$ cat config.mk
export PLATFORM = sky130hd
export DESIGN_NAME = ac_link_input_frame
export DESIGN_NICKNAME = d
export VERILOG_FILES = /design/src/verilog/ac_link_pkg.sv /design/src/verilog/ac_link_input_frame.sv /design/src/verilog/pin_sync.sv
export VERILOG_INCLUDE_DIRS = /design/src /design/src/verilog
export SDC_FILE = /design/constraint.sdc
export NUM_CORES = 1
export LEC_CHECK = 0
export BUFFER_PORTS_ARGS = -buffer_cell sky130_fd_sc_hd__buf_2
export CAP_MARGIN = 20
export CORE_MARGIN = 2
export CORE_UTILIZATION = 55
export CTS_BUF_LIST = sky130_fd_sc_hd__clkbuf_8 sky130_fd_sc_hd__clkbuf_16
export DETAILED_ROUTE_END_ITERATION = 16
export PLACE_DENSITY = 0.88
export SLEW_MARGIN = 20
export SYNTH_ARGS = -nofsm -noshare
export SYNTH_HDL_FRONTEND = slang
export SYNTH_SLANG_ARGS = --single-unit
$ cat constraint.sdc
create_clock -name REF_CLK_IN -period 2.7 [get_ports REF_CLK_IN]
set_clock_uncertainty 0.2 [all_clocks]
set_input_delay 0.54 -clock REF_CLK_IN [delete_from_list [all_inputs] [get_ports REF_CLK_IN]]
set_output_delay 0.54 -clock REF_CLK_IN [all_outputs]
set_load 0.02 [all_outputs]
$ cat src/verilog/ac_link_cfg.svh
// Offsets, field positions, reset values and timing counts of the input frame builder
`ifndef AC_LINK_CFG_SVH
`define AC_LINK_CFG_SVH

// ****************************************
// Bus register offsets
// ****************************************
`define OFS_CTRL        6'h00
`define OFS_STATUS      6'h04
`define OFS_LEFT        6'h08
`define OFS_RIGHT       6'h0C
`define OFS_NEED        6'h10
`define OFS_VIEW        6'h14

// ****************************************
// Bus register fields
// ****************************************
`define CTRL_SETTLED_BIT   0
`define CTRL_SEL_LSB       1
`define STAT_READY_BIT     0
`define STAT_RESP_BIT      1
`define RESP_OKAY          2'h0
`define RESP_SLVERR        2'h2

// ****************************************
// Link register indices and fields
// ****************************************
`define IDX_POWER       7'h26
`define IDX_EXT_CTRL    7'h2A
`define IDX_DAC_RATE    7'h2C
`define IDX_SLOT_ASSIGN 7'h6E
`define VAR_RATE_BIT    0
`define DAC_PAIR_LSB    4
`define EXT_CTRL_RST    16'h0000
`define DAC_RATE_RST    16'hBB80
`define SLOT_ASSIGN_RST 16'h0000
`define RATE_48K        16'hBB80

// ****************************************
// Frame layout
// ****************************************
`define TAG_READY_BIT   15
`define TAG_BITS        5'h0F
`define SLOT_MSB        5'h13
`define LAST_SLOT       4'hC
`define CMD_BITS        6'h38

// ****************************************
// Timing
// ****************************************
`define REF_CLK_HZ      64'd40000000
`define READY_TIME_MS   64'd400
`define READY_CYCLES    ((`READY_TIME_MS * `REF_CLK_HZ) / 64'd1000)

`endif

$ cat src/verilog/ac_link_pkg.sv
// Types shared by the input frame builder
package ac_link_pkg;

  typedef enum logic [1:0] {
    PAIR_3_4,
    PAIR_6_9,
    PAIR_7_8,
    PAIR_10_11
  } slot_pair_type;

  typedef enum logic {
    TX_IDLE,
    TX_SEND
  } tx_state_type;

endpackage

$ cat src/verilog/ac_link_input_frame.sv
// Device-side builder of the link input frame with an AXI4-Lite register slave
`timescale 1ns/1ps
`include "ac_link_cfg.svh"
module ac_link_input_frame #(
  parameter int unsigned READY_CYCLES = 32'(`READY_CYCLES)
) (
  input  wire logic        REF_CLK_IN,
  input  wire logic        NRST_IN,
  input  wire logic        BIT_CLK_IN,
  input  wire logic        SYNC_IN,
  input  wire logic        SDATA_OUT_IN,
  output logic             SDATA_IN_OUT,
  input  wire logic [5:0]  S_AXI_AWADDR_IN,
  input  wire logic        S_AXI_AWVALID_IN,
  output logic             S_AXI_AWREADY_OUT,
  input  wire logic [31:0] S_AXI_WDATA_IN,
  input  wire logic [3:0]  S_AXI_WSTRB_IN,
  input  wire logic        S_AXI_WVALID_IN,
  output logic             S_AXI_WREADY_OUT,
  output logic [1:0]       S_AXI_BRESP_OUT,
  output logic             S_AXI_BVALID_OUT,
  input  wire logic        S_AXI_BREADY_IN,
  input  wire logic [5:0]  S_AXI_ARADDR_IN,
  input  wire logic        S_AXI_ARVALID_IN,
  output logic             S_AXI_ARREADY_OUT,
  output logic [31:0]      S_AXI_RDATA_OUT,
  output logic [1:0]       S_AXI_RRESP_OUT,
  output logic             S_AXI_RVALID_OUT,
  input  wire logic        S_AXI_RREADY_IN
);

  // ****************************************
  // Pin sampling and edge detection
  // ****************************************
  logic [2:0]  pins_s;
  logic        bclk_d_q;
  logic        sync_prev_q;
  logic        rise_evt;
  logic        fall_evt;
  logic        frame_start;

  pin_sync u_sync (
    .clk_in   (REF_CLK_IN),
    .nrst_in  (NRST_IN),
    .pins_in  ({BIT_CLK_IN, SYNC_IN, SDATA_OUT_IN}),
    .pins_out (pins_s)
  );

  assign rise_evt    = pins_s[2] & ~bclk_d_q;
  assign fall_evt    = ~pins_s[2] & bclk_d_q;
  // SYNC rise seen at a falling edge
  assign frame_start = fall_evt & pins_s[1] & ~sync_prev_q;

  always_ff @(posedge REF_CLK_IN or negedge NRST_IN) begin
    if (!NRST_IN) begin
      bclk_d_q    <= 1'b0;
      sync_prev_q <= 1'b0;
    end else begin
      bclk_d_q <= pins_s[2];
      if (fall_evt) begin
        sync_prev_q <= pins_s[1];
      end
    end
  end

  // ****************************************
  // Bus-visible state
  // ****************************************
  logic        settled_q;
  logic [1:0]  dev_sel_q;
  logic [19:0] left_q;
  logic [19:0] right_q;
  logic [9:0]  need_q;
  logic        link_ready_q;
  logic        resp_pend_q;
  logic [15:0] ext_ctrl_q;
  logic [15:0] dac_rate_q;
  logic [15:0] slot_assign_q;

  // ****************************************
  // Link ready
  // ****************************************
  logic        sync_seen_q;
  logic [31:0] ready_cnt_q;

  // Forced ready after the settle limit
  always_ff @(posedge REF_CLK_IN or negedge NRST_IN) begin
    if (!NRST_IN) begin
      sync_seen_q  <= 1'b0;
      ready_cnt_q  <= 32'h0;
      link_ready_q <= 1'b0;
    end else begin
      if (frame_start) begin
        sync_seen_q <= 1'b1;
      end
      if (sync_seen_q && ready_cnt_q < READY_CYCLES) begin
        ready_cnt_q <= ready_cnt_q + 32'h1;
      end
      if (sync_seen_q && (settled_q || ready_cnt_q >= READY_CYCLES)) begin
        link_ready_q <= 1'b1;
      end
    end
  end

  // ****************************************
  // Command receive
  // ****************************************
  logic [55:0] rx_sh_q;
  logic [5:0]  rx_cnt_q;
  logic        cmd_done_q;
  logic [15:0] rx_tag;
  logic [19:0] rx_s1;
  logic [19:0] rx_s2;
  logic        hit;
  logic        do_write;
  logic        do_read;
  logic [6:0]  resp_idx_q;
  logic [15:0] resp_data_q;
  logic [15:0] reg_rdata;

  assign rx_tag = rx_sh_q[55:40];
  assign rx_s1  = rx_sh_q[39:20];
  assign rx_s2  = rx_sh_q[19:0];

  // Receive counter restarted at frame start
  always_ff @(posedge REF_CLK_IN or negedge NRST_IN) begin
    if (!NRST_IN) begin
      rx_sh_q    <= 56'h0;
      rx_cnt_q   <= `CMD_BITS;
      cmd_done_q <= 1'b0;
    end else begin
      cmd_done_q <= 1'b0;
      if (frame_start) begin
        rx_cnt_q <= 6'h0;
      end else if (fall_evt && rx_cnt_q < `CMD_BITS) begin
        rx_sh_q  <= {rx_sh_q[54:0], pins_s[0]};
        rx_cnt_q <= rx_cnt_q + 6'h1;
        cmd_done_q <= (rx_cnt_q == `CMD_BITS - 6'h1);
      end
    end
  end

  // Primary access by tags and zero ID
  always_comb begin
    hit      = 1'b0;
    do_write = 1'b0;
    if (dev_sel_q == 2'h0) begin
      hit      = rx_tag[15] & rx_tag[14] & (rx_tag[1:0] == 2'h0);
      do_write = hit & rx_tag[13] & ~rx_s1[19];
    end else begin
      hit      = rx_tag[15] & (rx_tag[1:0] == dev_sel_q);
      do_write = hit & ~rx_s1[19];
    end
    do_read = hit & rx_s1[19];
  end

  always_comb begin
    case (rx_s1[18:12])
      `IDX_POWER:       reg_rdata = {12'h000, {4{link_ready_q}}};
      `IDX_EXT_CTRL:    reg_rdata = ext_ctrl_q;
      `IDX_DAC_RATE:    reg_rdata = dac_rate_q;
      `IDX_SLOT_ASSIGN: reg_rdata = slot_assign_q;
      default:          reg_rdata = 16'h0000;
    endcase
  end

  // Write data from output slot 2
  always_ff @(posedge REF_CLK_IN or negedge NRST_IN) begin
    if (!NRST_IN) begin
      ext_ctrl_q    <= `EXT_CTRL_RST;
      dac_rate_q    <= `DAC_RATE_RST;
      slot_assign_q <= `SLOT_ASSIGN_RST;
    end else if (cmd_done_q && do_write) begin
      case (rx_s1[18:12])
        `IDX_EXT_CTRL:    ext_ctrl_q    <= rx_s2[19:4];
        `IDX_DAC_RATE:    dac_rate_q    <= rx_s2[19:4];
        `IDX_SLOT_ASSIGN: slot_assign_q <= rx_s2[19:4];
        default:          ext_ctrl_q    <= ext_ctrl_q;
      endcase
    end
  end

  // Read reply kept for the next frame
  always_ff @(posedge REF_CLK_IN or negedge NRST_IN) begin
    if (!NRST_IN) begin
      resp_pend_q <= 1'b0;
      resp_idx_q  <= 7'h00;
      resp_data_q <= 16'h0000;
    end else if (cmd_done_q && do_read) begin
      resp_pend_q <= 1'b1;
      resp_idx_q  <= rx_s1[18:12];
      resp_data_q <= reg_rdata;
    end else if (frame_start) begin
      resp_pend_q <= 1'b0;
    end
  end

  // ****************************************
  // Sample request flags
  // ****************************************
  ac_link_pkg::slot_pair_type dac_pair;
  logic [9:0]  slot_req;
  logic        rate_var;
  logic        variable_rate_enable;

  assign dac_pair = ac_link_pkg::slot_pair_type'(slot_assign_q[`DAC_PAIR_LSB +: 2]);
  assign variable_rate_enable = ext_ctrl_q[`VAR_RATE_BIT];
  assign rate_var = (dac_rate_q != `RATE_48K);

  function automatic logic in_pair(input logic [3:0] slot, input logic [1:0] pair);
    logic r;
    case (pair)
      2'h0:    r = (slot == 4'h3) | (slot == 4'h4);
      2'h1:    r = (slot == 4'h6) | (slot == 4'h9);
      2'h2:    r = (slot == 4'h7) | (slot == 4'h8);
      default: r = (slot == 4'hA) | (slot == 4'hB);
    endcase
    return r;
  endfunction

  // Flag 9-g belongs to output slot 3+g
  for (genvar g = 0; g < 10; g++) begin : g_req
    // Zero when fixed rate or powered down
    // Set only when its need bit is clear
    assign slot_req[9-g] = variable_rate_enable & link_ready_q & rate_var & ~need_q[g] &
                           in_pair(4'(g + 3), dac_pair);
  end

  // ****************************************
  // Frame transmit
  // ****************************************
  ac_link_pkg::tx_state_type tx_state_q;
  logic [3:0]  tx_slot_q;
  logic [4:0]  tx_bit_q;
  logic [15:0] tag_q;
  logic [19:0] s1_q;
  logic [19:0] s2_q;
  logic [19:0] left_f_q;
  logic [19:0] right_f_q;
  logic [1:0]  pair_f_q;
  logic [19:0] cur_word;
  logic [3:0]  left_slot;
  logic [3:0]  right_slot;
  logic [15:0] tag_d;

  always_comb begin
    case (pair_f_q)
      2'h0:    {left_slot, right_slot} = {4'h3, 4'h4};
      2'h1:    {left_slot, right_slot} = {4'h6, 4'h9};
      2'h2:    {left_slot, right_slot} = {4'h7, 4'h8};
      default: {left_slot, right_slot} = {4'hA, 4'hB};
    endcase
  end

  // Tag bits for reply and record slots
  // Slot 1/2 tags only with read reply
  always_comb begin
    tag_d = 16'h0000;
    tag_d[`TAG_READY_BIT] = link_ready_q;
    tag_d[14] = link_ready_q & resp_pend_q;
    tag_d[13] = link_ready_q & resp_pend_q;
    case (slot_assign_q[`DAC_PAIR_LSB +: 2])
      2'h0:    tag_d[12:11] = {2{link_ready_q}};
      2'h1:    {tag_d[9], tag_d[6]} = {2{link_ready_q}};
      2'h2:    tag_d[8:7] = {2{link_ready_q}};
      default: tag_d[5:4] = {2{link_ready_q}};
    endcase
  end

  // Frame contents frozen at the start so a frame is self-consistent
  always_ff @(posedge REF_CLK_IN or negedge NRST_IN) begin
    if (!NRST_IN) begin
      tag_q     <= 16'h0000;
      s1_q      <= 20'h00000;
      s2_q      <= 20'h00000;
      left_f_q  <= 20'h00000;
      right_f_q <= 20'h00000;
      pair_f_q  <= 2'h0;
    end else if (frame_start) begin
      tag_q     <= tag_d;
      // Index echo and request flags in slot 1
      s1_q      <= {1'b0, tag_d[14] ? resp_idx_q : 7'h00, slot_req, 2'h0};
      // Read data only when tagged valid
      s2_q      <= tag_d[13] ? {resp_data_q, 4'h0} : 20'h00000;
      left_f_q  <= link_ready_q ? left_q : 20'h00000;
      right_f_q <= link_ready_q ? right_q : 20'h00000;
      pair_f_q  <= slot_assign_q[`DAC_PAIR_LSB +: 2];
    end
  end

  // Record pair chosen by slot assignment
  // Slot 5 and other slots stuffed zero
  always_comb begin
    if (tx_slot_q == 4'h0) begin
      cur_word = {4'h0, tag_q};
    end else if (tx_slot_q == 4'h1) begin
      cur_word = s1_q;
    end else if (tx_slot_q == 4'h2) begin
      cur_word = s2_q;
    end else if (tx_slot_q == left_slot) begin
      cur_word = left_f_q;
    end else if (tx_slot_q == right_slot) begin
      cur_word = right_f_q;
    end else begin
      cur_word = 20'h00000;
    end
  end

  // One bit per rising edge after start
  // Slot and bit counters restarted each frame
  always_ff @(posedge REF_CLK_IN or negedge NRST_IN) begin
    if (!NRST_IN) begin
      tx_state_q   <= ac_link_pkg::TX_IDLE;
      tx_slot_q    <= 4'h0;
      tx_bit_q     <= `TAG_BITS;
      SDATA_IN_OUT <= 1'b0;
    end else if (frame_start) begin
      tx_state_q <= ac_link_pkg::TX_SEND;
      tx_slot_q  <= 4'h0;
      tx_bit_q   <= `TAG_BITS;
    end else if (rise_evt) begin
      case (tx_state_q)
        ac_link_pkg::TX_SEND: begin
          // MSB first from the current word
          SDATA_IN_OUT <= cur_word[tx_bit_q];
          // 16 tag bits then 20 per slot
          if (tx_bit_q != 5'h0) begin
            tx_bit_q <= tx_bit_q - 5'h1;
          end else if (tx_slot_q == `LAST_SLOT) begin
            tx_state_q <= ac_link_pkg::TX_IDLE;
          end else begin
            tx_slot_q <= tx_slot_q + 4'h1;
            tx_bit_q  <= `SLOT_MSB;
          end
        end
        default: SDATA_IN_OUT <= 1'b0;
      endcase
    end
  end

  // ****************************************
  // AXI4-Lite slave
  // ****************************************
  logic        aw_held_q;
  logic        w_held_q;
  logic [5:0]  awaddr_q;
  logic [31:0] wdata_q;
  logic [3:0]  wstrb_q;
  logic        wr_go;
  logic        wr_map;
  logic [31:0] rd_word;
  logic        rd_map;

  assign S_AXI_AWREADY_OUT = ~aw_held_q & ~S_AXI_BVALID_OUT;
  assign S_AXI_WREADY_OUT  = ~w_held_q & ~S_AXI_BVALID_OUT;
  assign S_AXI_ARREADY_OUT = ~S_AXI_RVALID_OUT;
  assign wr_go  = aw_held_q & w_held_q;
  assign wr_map = (awaddr_q == `OFS_CTRL) | (awaddr_q == `OFS_LEFT) |
                  (awaddr_q == `OFS_RIGHT) | (awaddr_q == `OFS_NEED);

  always_ff @(posedge REF_CLK_IN or negedge NRST_IN) begin
    if (!NRST_IN) begin
      aw_held_q        <= 1'b0;
      w_held_q         <= 1'b0;
      awaddr_q         <= 6'h00;
      wdata_q          <= 32'h0;
      wstrb_q          <= 4'h0;
      S_AXI_BVALID_OUT <= 1'b0;
      S_AXI_BRESP_OUT  <= `RESP_OKAY;
    end else begin
      if (S_AXI_AWVALID_IN && S_AXI_AWREADY_OUT) begin
        aw_held_q <= 1'b1;
        awaddr_q  <= {S_AXI_AWADDR_IN[5:2], 2'h0};
      end
      if (S_AXI_WVALID_IN && S_AXI_WREADY_OUT) begin
        w_held_q <= 1'b1;
        wdata_q  <= S_AXI_WDATA_IN;
        wstrb_q  <= S_AXI_WSTRB_IN;
      end
      if (wr_go) begin
        aw_held_q        <= 1'b0;
        w_held_q         <= 1'b0;
        S_AXI_BVALID_OUT <= 1'b1;
        S_AXI_BRESP_OUT  <= wr_map ? `RESP_OKAY : `RESP_SLVERR;
      end else if (S_AXI_BVALID_OUT && S_AXI_BREADY_IN) begin
        S_AXI_BVALID_OUT <= 1'b0;
      end
    end
  end

  always_ff @(posedge REF_CLK_IN or negedge NRST_IN) begin
    if (!NRST_IN) begin
      settled_q <= 1'b0;
      dev_sel_q <= 2'h0;
      left_q    <= 20'h00000;
      right_q   <= 20'h00000;
      need_q    <= 10'h000;
    end else if (wr_go) begin
      case (awaddr_q)
        `OFS_CTRL: begin
          if (wstrb_q[0]) begin
            settled_q <= wdata_q[`CTRL_SETTLED_BIT];
            dev_sel_q <= wdata_q[`CTRL_SEL_LSB +: 2];
          end
        end
        `OFS_LEFT:  left_q  <= wdata_q[19:0];
        `OFS_RIGHT: right_q <= wdata_q[19:0];
        `OFS_NEED:  need_q  <= wdata_q[9:0];
        default:    need_q  <= need_q;
      endcase
    end
  end

  always_comb begin
    rd_map  = 1'b1;
    rd_word = 32'h0;
    case ({S_AXI_ARADDR_IN[5:2], 2'h0})
      `OFS_CTRL:   rd_word = {29'h0, dev_sel_q, settled_q};
      `OFS_STATUS: rd_word = {30'h0, resp_pend_q, link_ready_q};
      `OFS_LEFT:   rd_word = {12'h000, left_q};
      `OFS_RIGHT:  rd_word = {12'h000, right_q};
      `OFS_NEED:   rd_word = {22'h0, need_q};
      `OFS_VIEW:   rd_word = {13'h0, dac_pair, variable_rate_enable, dac_rate_q};
      default:     rd_map  = 1'b0;
    endcase
  end

  always_ff @(posedge REF_CLK_IN or negedge NRST_IN) begin
    if (!NRST_IN) begin
      S_AXI_RVALID_OUT <= 1'b0;
      S_AXI_RDATA_OUT  <= 32'h0;
      S_AXI_RRESP_OUT  <= `RESP_OKAY;
    end else if (S_AXI_ARVALID_IN && S_AXI_ARREADY_OUT) begin
      S_AXI_RVALID_OUT <= 1'b1;
      S_AXI_RDATA_OUT  <= rd_word;
      S_AXI_RRESP_OUT  <= rd_map ? `RESP_OKAY : `RESP_SLVERR;
    end else if (S_AXI_RVALID_OUT && S_AXI_RREADY_IN) begin
      S_AXI_RVALID_OUT <= 1'b0;
    end
  end
endmodule // ac_link_input_frame

$ cat src/verilog/pin_sync.sv
// Two-flop synchroniser for the three link input pins
`timescale 1ns/1ps
module pin_sync (
  input  wire logic       clk_in,
  input  wire logic       nrst_in,
  input  wire logic [2:0] pins_in,
  output logic      [2:0] pins_out
);

  logic [2:0] meta_q;

  always_ff @(posedge clk_in or negedge nrst_in) begin
    if (!nrst_in) begin
      meta_q   <= 3'h0;
      pins_out <= 3'h0;
    end else begin
      meta_q   <= pins_in;
      pins_out <= meta_q;
    end
  end

endmodule // pin_sync
# After elaboration in Yosys (flattened, before gate mapping)
# Cells that the tools add are included.
word_totals:
  word_cells: 227
  reg_bits: 394
  out_inout_bits: 42
classes:
  n_bitwise: 53
  muxes: 58
  n_lt_le_gt_ge: 4
  eq_ne: 27
  addsub: 4
  reduce_logical: 40
ops:
  columns: ["op", "n"]
  rows:
  - ["$mux W20", 8]
  - ["$pmux W20 S6", 1]
  - ["$pmux W16 S4", 1]
  - ["$and A1 B1 Y1", 33]
  - ["$add A32 B1 Y32 const B", 1]
  - ["$ge A32 B24 Y1 const B", 1]
  - ["$lt A32 B24 Y1 const B", 1]
  - ["$mux W1", 27]
  - ["$mux W5", 5]
  - ["$pmux W4 S3", 2]
  - ["$eq A7 B6 Y1 const B", 3]
  - ["$eq A4 B2 Y1 const B", 5]
  - ["$mux W4", 5]
  - ["$not A1 Y1", 17]
  - ["$ne A16 B16 Y1 const B", 1]
  - ["$reduce_and A2 Y1", 8]
  - ["$reduce_bool A2 Y1", 8]
  - ["$eq A4 B3 Y1 const B", 3]
  - ["$mux W6", 2]
  - ["$logic_and A1 B1 Y1", 10]
  - ["$mux W2", 5]
  - ["$eq A4 B1 Y1 const B", 2]
  - ["$eq A4 B4 Y1", 2]
  - ["$logic_not A2 Y1", 4]
  - ["24 further kinds", 31]

# Logic depth before layout (Yosys ltp)
# Gate-level depths: netlist of the first run.
logic_depth:
  word_depth: 11
  depth_mapped: 11
  mapped_depth_nobuf: 9

# Cells and area by module
# From an unflattened synthesis of the first run, not the netlist that was laid out.
unflattened:
  hier_cells: 1337
  hier_area_um2: 16001.6
modules_own_cells:
  columns: ["mod", "area_per_inst_um2", "n_inst", "cells_per_inst"]
  rows:
  - ["ac_link_input_frame", 15851.5, 1, 1331]
  - ["pin_sync", 150.1, 1, 6]

# Worst setup path after synthesis of the first run
# No wires, ideal clock.
synth_timing:
  path_kind: "reg-to-reg"
  start: "register pair_f_q[0]"
  end: "register SDATA_IN_OUT"
  setup_slack_ns: 0.194
  path_stages_with_launch: 10
  t_arrival_ns: 2.165
  t_required_ns: 2.359
  setup_ns: 0.141
  n_path_buf: 0
  path_cell_list: "dfrtp_1 > inv_1 > ha_1 > xnor2_1 > nand4_4 > mux2i_1 > o32ai_1 > a221o_1 > a311oi_1 > a41oi_1"
synth_between:
  elab_chain_len: 11
  elab_cells_between_ends: 15
synth_lines:
  columns: ["item", "line_no", "rtl"]
  rows:
  - ["from (decl)", "ac_link_input_frame.sv:240", "logic [1:0] pair_f_q;"]
  - ["from (signal assigned)", "ac_link_input_frame.sv:287", "pair_f_q <= slot_assign_q[`DAC_PAIR_LSB +: 2];"]
  - ["$eq A2 B2 Y1, or another cell as far along", "ac_link_input_frame.sv:247", "case (pair_f_q)"]
  - ["$pmux W4 S3", "ac_link_input_frame.sv:247", null]
  - ["$eq A4 B4 Y1", "ac_link_input_frame.sv:302", "end else if (tx_slot_q == right_slot) begin"]
  - ["$mux W20", "ac_link_input_frame.sv:302", null]
  - ["$mux W20 *", "ac_link_input_frame.sv:300", "end else if (tx_slot_q == left_slot) begin"]
  - ["$mux W20 *", "ac_link_input_frame.sv:298", "end else if (tx_slot_q == 4'h2) begin"]
  - ["$mux W20 *", "ac_link_input_frame.sv:296", "end else if (tx_slot_q == 4'h1) begin"]
  - ["$mux W20 *", "ac_link_input_frame.sv:294", "if (tx_slot_q == 4'h0) begin"]
  - ["$bmux W1 S5 *", "ac_link_input_frame.sv:325", "SDATA_IN_OUT <= cur_word[tx_bit_q];"]
  - ["$mux W1 (not written as such) *", "ac_link_input_frame.sv:325", null]
  - ["$mux W1 *", "ac_link_input_frame.sv:322", "case (tx_state_q)"]
  - ["to (signal assigned)", "ac_link_input_frame.sv:325", null]
  - ["to (decl)", "ac_link_input_frame.sv:12", "output logic SDATA_IN_OUT,"]
# Every way passes the cells marked *; elsewhere a longest branch is shown, timed or not. The select of a mux whose other input is x is not followed.
# A chain may end at the register's enable or synchronous reset.

# Final worst setup path of the first run
# Same ends and word-level chain as after synthesis.

==> impl_metrics.csv, run 1 <==
group,metric,value,unit
drt,wl,39300,µm
clock_tree,cts.root.buffer_cell,"clkbuf_16",
setup_path,start_kind,"flop",
logic_synthesis,syn_avg_cell_area,12.2,µm²
final_layout,multi_input_area,6500,µm²
placed_design,place.port_buffers,66,
global_route,antenna_found_initial,0,
logic_synthesis,ys_seq_area_share,57.5,%
global_route,grt_pass1_wl,64200,µm
final_layout,drive_gt1_share,30.5,%
status,status,"finished, final reports clean",
final_layout,stdcell_count,1825,
pwr,power_density,827,nW/µm²
logic_synthesis,ys_ff_latch,371,
setup_path,crit_path_start,"pair_f_q[0]",
setup_path,crit_top_cell,"nand2_1",
final_layout,nNetsFinal,1484,
final_layout,postLayoutCoreUtil,64.3,%
placed_design,dp.final_hpwl,25700,µm
global_route,grt_remaining_overflow,0,
final_layout,fillerInstances,2034,
logic_synthesis,yosys_warnings,0,
final_layout,register_area,9300,µm²
clock_tree,clk_path_buf_depth,3,
clock_tree,h-tree-depth,2,
setup_path,cp_max_fo,6,
placed_design,gp_congestion,0.898,
setup_path,cpMaxStageDelayCell,"or4_4",
pwr,p_leak,8.86,nW
setup_path,cp_data_required_time,2.92,ns
global_route,track_usage,26.3,%
floorplan,dieArea,30800,µm²
placed_design,placed_area,17000,µm²
setup_path,worstPathArrival,2.86,ns
sta,finalHoldViolCount,0,
floorplan,core_area,28900,µm²
drt,wl_per_cell,21.5,µm
pwr,ir_worst_vdd,835,µV
logic_synthesis,synthTopCellsByArea,"dfrtp_1, mux2_2, nand2_1, a22o_1, dfstp_2",
final_layout,stdcell_area,18600,µm²
logic_synthesis,async_flop_share,100,%
floorplan,fp.dieW,176,µm
setup_path,crit_type,"flop to flop",
setup_path,worstReg2RegStart,"pair_f_q[0]",
logic_synthesis,yosys.area.top_type,"dfrtp_1",
floorplan,boundaryPins,100,
clock_tree,cts.clk_slew.worst_paths,0.07,ns
logic_synthesis,yosys.area.top_type_share,55.2,%
setup_path,critPathMaxStageDelay,0.60,ns
flow_run,drv_cap,0,
clock_tree,cts_tree,"built",
drt,antenna_left,0,
setup_path,crit_chain,"buf_6 > ha_4 > xor2_2 > or4_4 > a21oi_4 > buf_4 > nand2_1 > nand2_1 > o2111ai_1 > a41oi_1",
global_route,grt_pass1_vias,11861,
logic_synthesis,synthFlopType,"dfrtp_1",
drt,vias,11219,
floorplan,num_rows,62,
placed_design,dp_cells,1748,
logic_synthesis,syn-cell-area,16200,µm²
final_layout,num_antenna_cells,0,
drt,first_pass_iters,6,
drt,drcViolationCount,0,
sta,setup_viol,0,
sta,worst_pin_slew,1.06,ns
clock_tree,insertion_delay,0.52,ns
drt,viasPerCell,6.15,
clock_tree,cts_made_buffers,38,
setup_path,endpoint_kind,"flop",
sta,setup_tns,0,ns
final_layout,synthToLayoutAreaGrowth,14.6,%
drt,drtIter0Drc,1000,
sta,fin_crit,2.64,ns
sta,fmax,379,MHz
sta,slew-limit-headroom,28.9,%
logic_synthesis,synth_cells,1332,
sta,fin_crit_sh,97.7,%
floorplan,start_util,56.1,%
floorplan,die_y,176,µm
clock_tree,cts_sinks,371,
sta,maxSlewViolCount,0,
logic_synthesis,synth_cell_type_count,83,
worst_hold_path,hold_path_class,"input pin to flop",
worst_hold_path,min_from,"S_AXI_WDATA_IN[14]",
global_route,grt_max_degree,90,
logic_synthesis,synth-edff-count,0,
## synth_stat cells (4+ instances only)
library cell	count
dfrtp_1	357
mux2_2	194
nand2_1	184
nand3_1	63
clkbuf_1	54
o21ai_0	52
a22o_1	45
nor2_1	39
inv_1	23
xnor2_1	20
buf_4	18
a21oi_1	17
a221oi_1	14
a22oi_1	14
dfstp_2	14
a222oi_1	13
buf_2	11
ha_1	11
and3_1	10
nand4_1	10
xor2_1	10
a221o_1	7
mux2i_1	7
nor3_1	7
nor3b_1	7
a31oi_1	6
nor2b_1	6
nor4_1	6
a21o_1	5
clkbuf_8	5
nor4b_1	5
o211ai_1	5
and2_1	4
buf_1	4
nand2b_1	4
or3_1	4
## worst max-delay path: cells and delay by family, from the launching register on
kind,cells,cell delay [ns]
flip-flops,1,0.40
adder cells (fa/ha/maj),1,0.17
AO/OA/AOI/OAI,3,0.61
XOR/XNOR,1,0.15
buffers and inverters,2,0.28
AND/OR/NAND/NOR,3,0.74
## power breakdown
part / switching [mW] / leakage (nW) / internal [mW]
registers: 1.08 / 4.95 / 6.56
clock network: 2.17 / 0.630 / 3.13
logic: 1.24 / 3.28 / 1.16
total: 4.49 / 8.86 / 10.9
## final timing paths
path | end | depth (start not counted) | slack, ns
setup reg to reg | SDATA_IN_OUT | 10 | 0.06
hold reg to reg | u_sync.pins_out[0] | 0 | 0.15
setup / recovery | SDATA_IN_OUT | 10 | 0.06
min in group asynchronous | S_AXI_RRESP_OUT[1] | 2 | 0.30
hold / removal | wdata_q[14] | 2 | 0.04
max in group asynchronous | tx_bit_q[0] | 3 | 1.15
## metrics by stage
stage               worst slack, ns  power (mW)  hold WS, ns
global placement            -0.0383        9.71        0.133
global route               -0.00314        16.0       0.0416
CTS                         0.00853        15.3       0.0327
detailed placement          -0.0525        9.94        0.135
finish                       0.0622        15.4       0.0425
floorplan                     0.194        9.03       0.0444
## registers in the layout, summed over array words and instances, names as in the netlist, 3 cells and up
register	cells
left_f_q	20
rx_sh_q	56
right_q	20
u_sync.pins_out	3
tx_bit_q	5
tag_q	6
rx_cnt_q	6
ready_cnt_q	32
awaddr_q	4
need_q	10
left_q	20
ext_ctrl_q	16
resp_idx_q	7
wdata_q	20
S_AXI_RDATA_OUT	20
u_sync.meta_q	3
s1_q	15
tx_slot_q	4
s2_q	16
right_f_q	20
dac_rate_q	16
resp_data_q	16
slot_assign_q	16
## metal layers
layer	global-route usage, %	vias to the layer above	routed length, µm
li1	-	4940	-
met1	34.0	5772	15800
met2	44.0	393	19800
met3	4.20	114	2110
met4	11.8	0	1630
met5	0	-	0
## layout make-up
type                            count  area share (%)
Sequential cell                   371            50.1
Timing Repair Buffer              126            4.94
Tap cell                          384            2.59
Clock buffer                       43            5.56
Multi-Input combinational cell    855            35.0
Clock inverter                     23            1.27
Inverter                           23           0.465
## cells by family (layout without fill, tap and decap cells)
family,after synthesis,after routing,synth area share [%]
other cells,1,14,0.0232
mux,205,205,14.6
xor+xnor,32,32,1.82
simple gates,378,378,11.5
fa+ha+maj,11,11,0.850
flops,371,371,57.5
buf+inv,119,215,3.72
compound gates,215,215,10.0
## what timing repair did
item	4_1_cts	5_1_grt
buffers inserted	3	2
endpoints found under the hold margin	39	0
setup endpoints to repair	1	1
pin swaps	6	7
resized for setup	5	29
hold buffers	6	0
## cells in the final DEF, fill, tap and decap left out, types with 5 or more instances in the layout
master / netlist / final
o211ai_1: 5 / 5
a21o_1: 5 / 5
nor3_1: 7 / 7
dlygate4sd3_1: 0 / 6
xnor2_1: 20 / 19
clkinvlp_4: 0 / 5
buf_12: 0 / 8
mux2_2: 194 / 194
conb_1: 1 / 14
nand3_1: 63 / 63
mux2i_1: 7 / 5
dfrtp_1: 357 / 357
xor2_1: 10 / 9
a22o_1: 45 / 45
clkinv_2: 0 / 5
o21ai_0: 52 / 51
clkbuf_16: 0 / 39
a222oi_1: 13 / 13
a221oi_1: 14 / 14
ha_1: 11 / 5
nor3b_1: 7 / 6
nand2_1: 184 / 182
a22oi_1: 14 / 14
and3_1: 10 / 10
nor4_1: 6 / 6
buf_2: 11 / 65
a21oi_1: 17 / 16
dfstp_2: 14 / 14
a221o_1: 7 / 7
inv_1: 23 / 25
nor2b_1: 6 / 6
a31oi_1: 6 / 6
nand4_1: 10 / 10
nor2_1: 39 / 38
buf_4: 18 / 43
Note: power is estimated with default switching activity, not from simulation.
==> run 2, diff against run 1 <==
--- a/config.mk
+++ b/config.mk
@@ -7,7 +7,8 @@
 export NUM_CORES = 1
 export LEC_CHECK = 0
 export BUFFER_PORTS_ARGS = -buffer_cell sky130_fd_sc_hd__buf_2
-export CAP_MARGIN = 20
+export CAP_MARGIN = 10
+export CORE_ASPECT_RATIO = 1.25
 export CORE_MARGIN = 2
 export CORE_UTILIZATION = 55
 export CTS_BUF_LIST = sky130_fd_sc_hd__clkbuf_8 sky130_fd_sc_hd__clkbuf_16
==> run 2 against run 1 <==
Wire length barely moved; clock-buffer cell count up 1; combinational power about the same; sequential share of layout area rose by 0.72 points; sequential power hardly changed; sequential cell count is the same; die area is essentially flat; clock power down 8.7%; critical endpoint unchanged; largest power group unchanged.
==> impl_metrics.csv, run 2 (synthesis results as in run 1) <==
group,metric,value,unit
status,status,"finished, final reports clean",
setup_path,reg2reg_slack,0.11,ns
setup_path,start_kind,"flop",
sta,finalHoldViolCount,0,
global_route,grt_pass1_wl,63800,µm
clock_tree,clk_path_buf_depth,3,
sta,slew-limit-headroom,25.1,%
sta,maxSlewViolCount,0,
setup_path,endpoint_kind,"flop",
global_route,grt_remaining_overflow,0,
clock_tree,cts_sinks,371,
drt,drtIter0Drc,928,
drt,vias,11218,
worst_hold_path,hold_path_depth,2,
final_layout,nNetsFinal,1478,
worst_hold_path,hold_path_class,"input pin to flop",
setup_path,cp_max_fo,12,
floorplan,num_rows,70,
final_layout,num_antenna_cells,0,
drt,wl_per_cell,21.5,µm
drt,first_pass_iters,6,
setup_path,worstPathArrival,2.77,ns
drt,antenna_left,0,
clock_tree,h-tree-depth,2,
setup_path,worstReg2RegStart,"tx_slot_q[0]",
clock_tree,insertion_delay,0.53,ns
global_route,track_usage,26.4,%
placed_design,placed_area,17000,µm²
setup_path,crit_chain,"inv_2 > ha_1 > or3b_4 > o21ai_0 > o32ai_1 > a221o_1 > a311oi_2 > a41oi_1",
flow_run,drv_cap,0,
pwr,ir_worst_vdd,762,µV
global_route,grt_pass1_vias,11784,
final_layout,largest_reg_flops,56,
final_layout,layout_common_cells,"dfrtp_1, mux2_2, nand2_1, buf_2, nand3_1",
sta,fin_crit_sh,95.8,%
final_layout,synthToLayoutAreaGrowth,13.0,%
setup_path,crit_type,"flop to flop",
placed_design,gp_congestion,0.912,
drt,wl,39300,µm
final_layout,drive_gt1_share,29.3,%
setup_path,cpMaxStageDelayCell,"or3b_4",
final_layout,regMostFlops,"rx_sh_q",
final_layout,final_common_cell,"dfrtp_1",
setup_path,cp_top_family,"compound AO/OA/AOI/OAI gates",
drt,drcViolationCount,0,
floorplan,die_y,196,µm
setup_path,cp_data_required_time,2.88,ns
sta,fmax,387,MHz
final_layout,stdcell_area,18300,µm²
final_layout,fillerInstances,2065,
setup_path,ff2ff_path_depth,8,
floorplan,boundaryPins,100,
placed_design,dp_cells,1762,
floorplan,core_area,29100,µm²
sta,setup_viol,0,
sta,setup_tns,0,ns
setup_path,cp.buffers_inverters,1,
clock_tree,cts.clk_slew.worst_paths,0.06,ns
pwr,p_leak,8.80,nW
sta,worst_pin_slew,1.12,ns
floorplan,dieArea,30800,µm²
placed_design,dp.final_hpwl,25700,µm
global_route,antenna_found_initial,0,
pwr,power_density,812,nW/µm²
final_layout,largestRegisters,"rx_sh_q (56), ready_cnt_q (32)",
setup_path,rr_endpoint,"SDATA_IN_OUT",
worst_hold_path,min_from,"S_AXI_BREADY_IN",
worst_hold_path,holdPathEnd,"S_AXI_BVALID_OUT",
sta,fin_crit,2.59,ns
global_route,grt_max_degree,88,
final_layout,stdcell_count,1829,
setup_path,critPathMaxStageDelay,0.48,ns
clock_tree,cts.root.buffer_cell,"clkbuf_16",
drt,viasPerCell,6.13,
placed_design,place.port_buffers,66,
pwr,power,14.9,mW
clock_tree,cts_tree,"built",
floorplan,start_util,55.7,%
clock_tree,cts_made_buffers,36,
floorplan,fp.dieW,157,µm
==> run 2: final cells by class <==
cell class                      count  area [µm²]  area share [%]
Multi-Input combinational cell    855        6420            35.1
Clock buffer                       44        1020            5.59
Clock inverter                     18         116           0.636
Tap cell                          396         495            2.71
Timing Repair Buffer              122         856            4.68
Inverter                           23        86.3           0.472
Sequential cell                   371        9300            50.8
==> run 2: repair_timing <==
item,in CTS,in global routing
pin swaps,0,8
hold buffers,5,0
hold endpoints to repair,51,0
cloned,0,0
resized for setup,1,16
buffers inserted,0,0
endpoints found under the setup margin,1,1
==> run 2: power by group <==
part / switching, mW / internal (mW)
Combinational: 1.23 / 1.14
Sequential: 1.08 / 6.56
Clock: 2.06 / 2.78
==> run 2: how the worst max path moves through the flow <==
stage / from / end / slack, ns / cells past startpoint
finish: tx_slot_q[0] / SDATA_IN_OUT / 0.11 / 8
global route: tx_slot_q[0] / SDATA_IN_OUT / -0.01 / 10
floorplan: pair_f_q[0] / SDATA_IN_OUT / 0.19 / 9
global placement: pair_f_q[0] / SDATA_IN_OUT / 0.02 / 10
detailed placement: pair_f_q[0] / SDATA_IN_OUT / -0.01 / 10
CTS: pair_f_q[0] / SDATA_IN_OUT / 0.01 / 10
==> run 2: worst reg2reg max path, delay by kind of cell (launching register included) <==
family / cells / cell delay (ns)
AOI/OAI and AO/OA: 5 / 1.08
and+or+nand+nor: 1 / 0.48
DFF: 1 / 0.42
adders and majority gates: 1 / 0.17
buffers and inverters: 1 / 0.10
==> run 2: per-stage QoR <==
stage,utilization [%],setup slack (ns),hold WS (ns)
floorplan,-,0.194,0.0444
global placement,58.6,0.0187,0.136
detailed placement,58.6,-0.0120,0.136
CTS,62.7,0.0122,0.00186
global route,62.9,-0.0123,0.0278
finish,62.9,0.113,0.00967
==> run 2: per-layer routing <==
| metal | wire length (µm) | global-route usage [%] | share of wire, % | vias up |
|---|---|---|---|---|
| met5 | 0 | 0 | 0 | - |
| met4 | 2270 | 13.6 | 5.8 | 0 |
| met3 | 2300 | 3.78 | 5.8 | 128 |
| met2 | 19800 | 44.1 | 50 | 477 |
| met1 | 14900 | 33.6 | 38 | 5682 |
| li1 | - | - | - | 4931 |
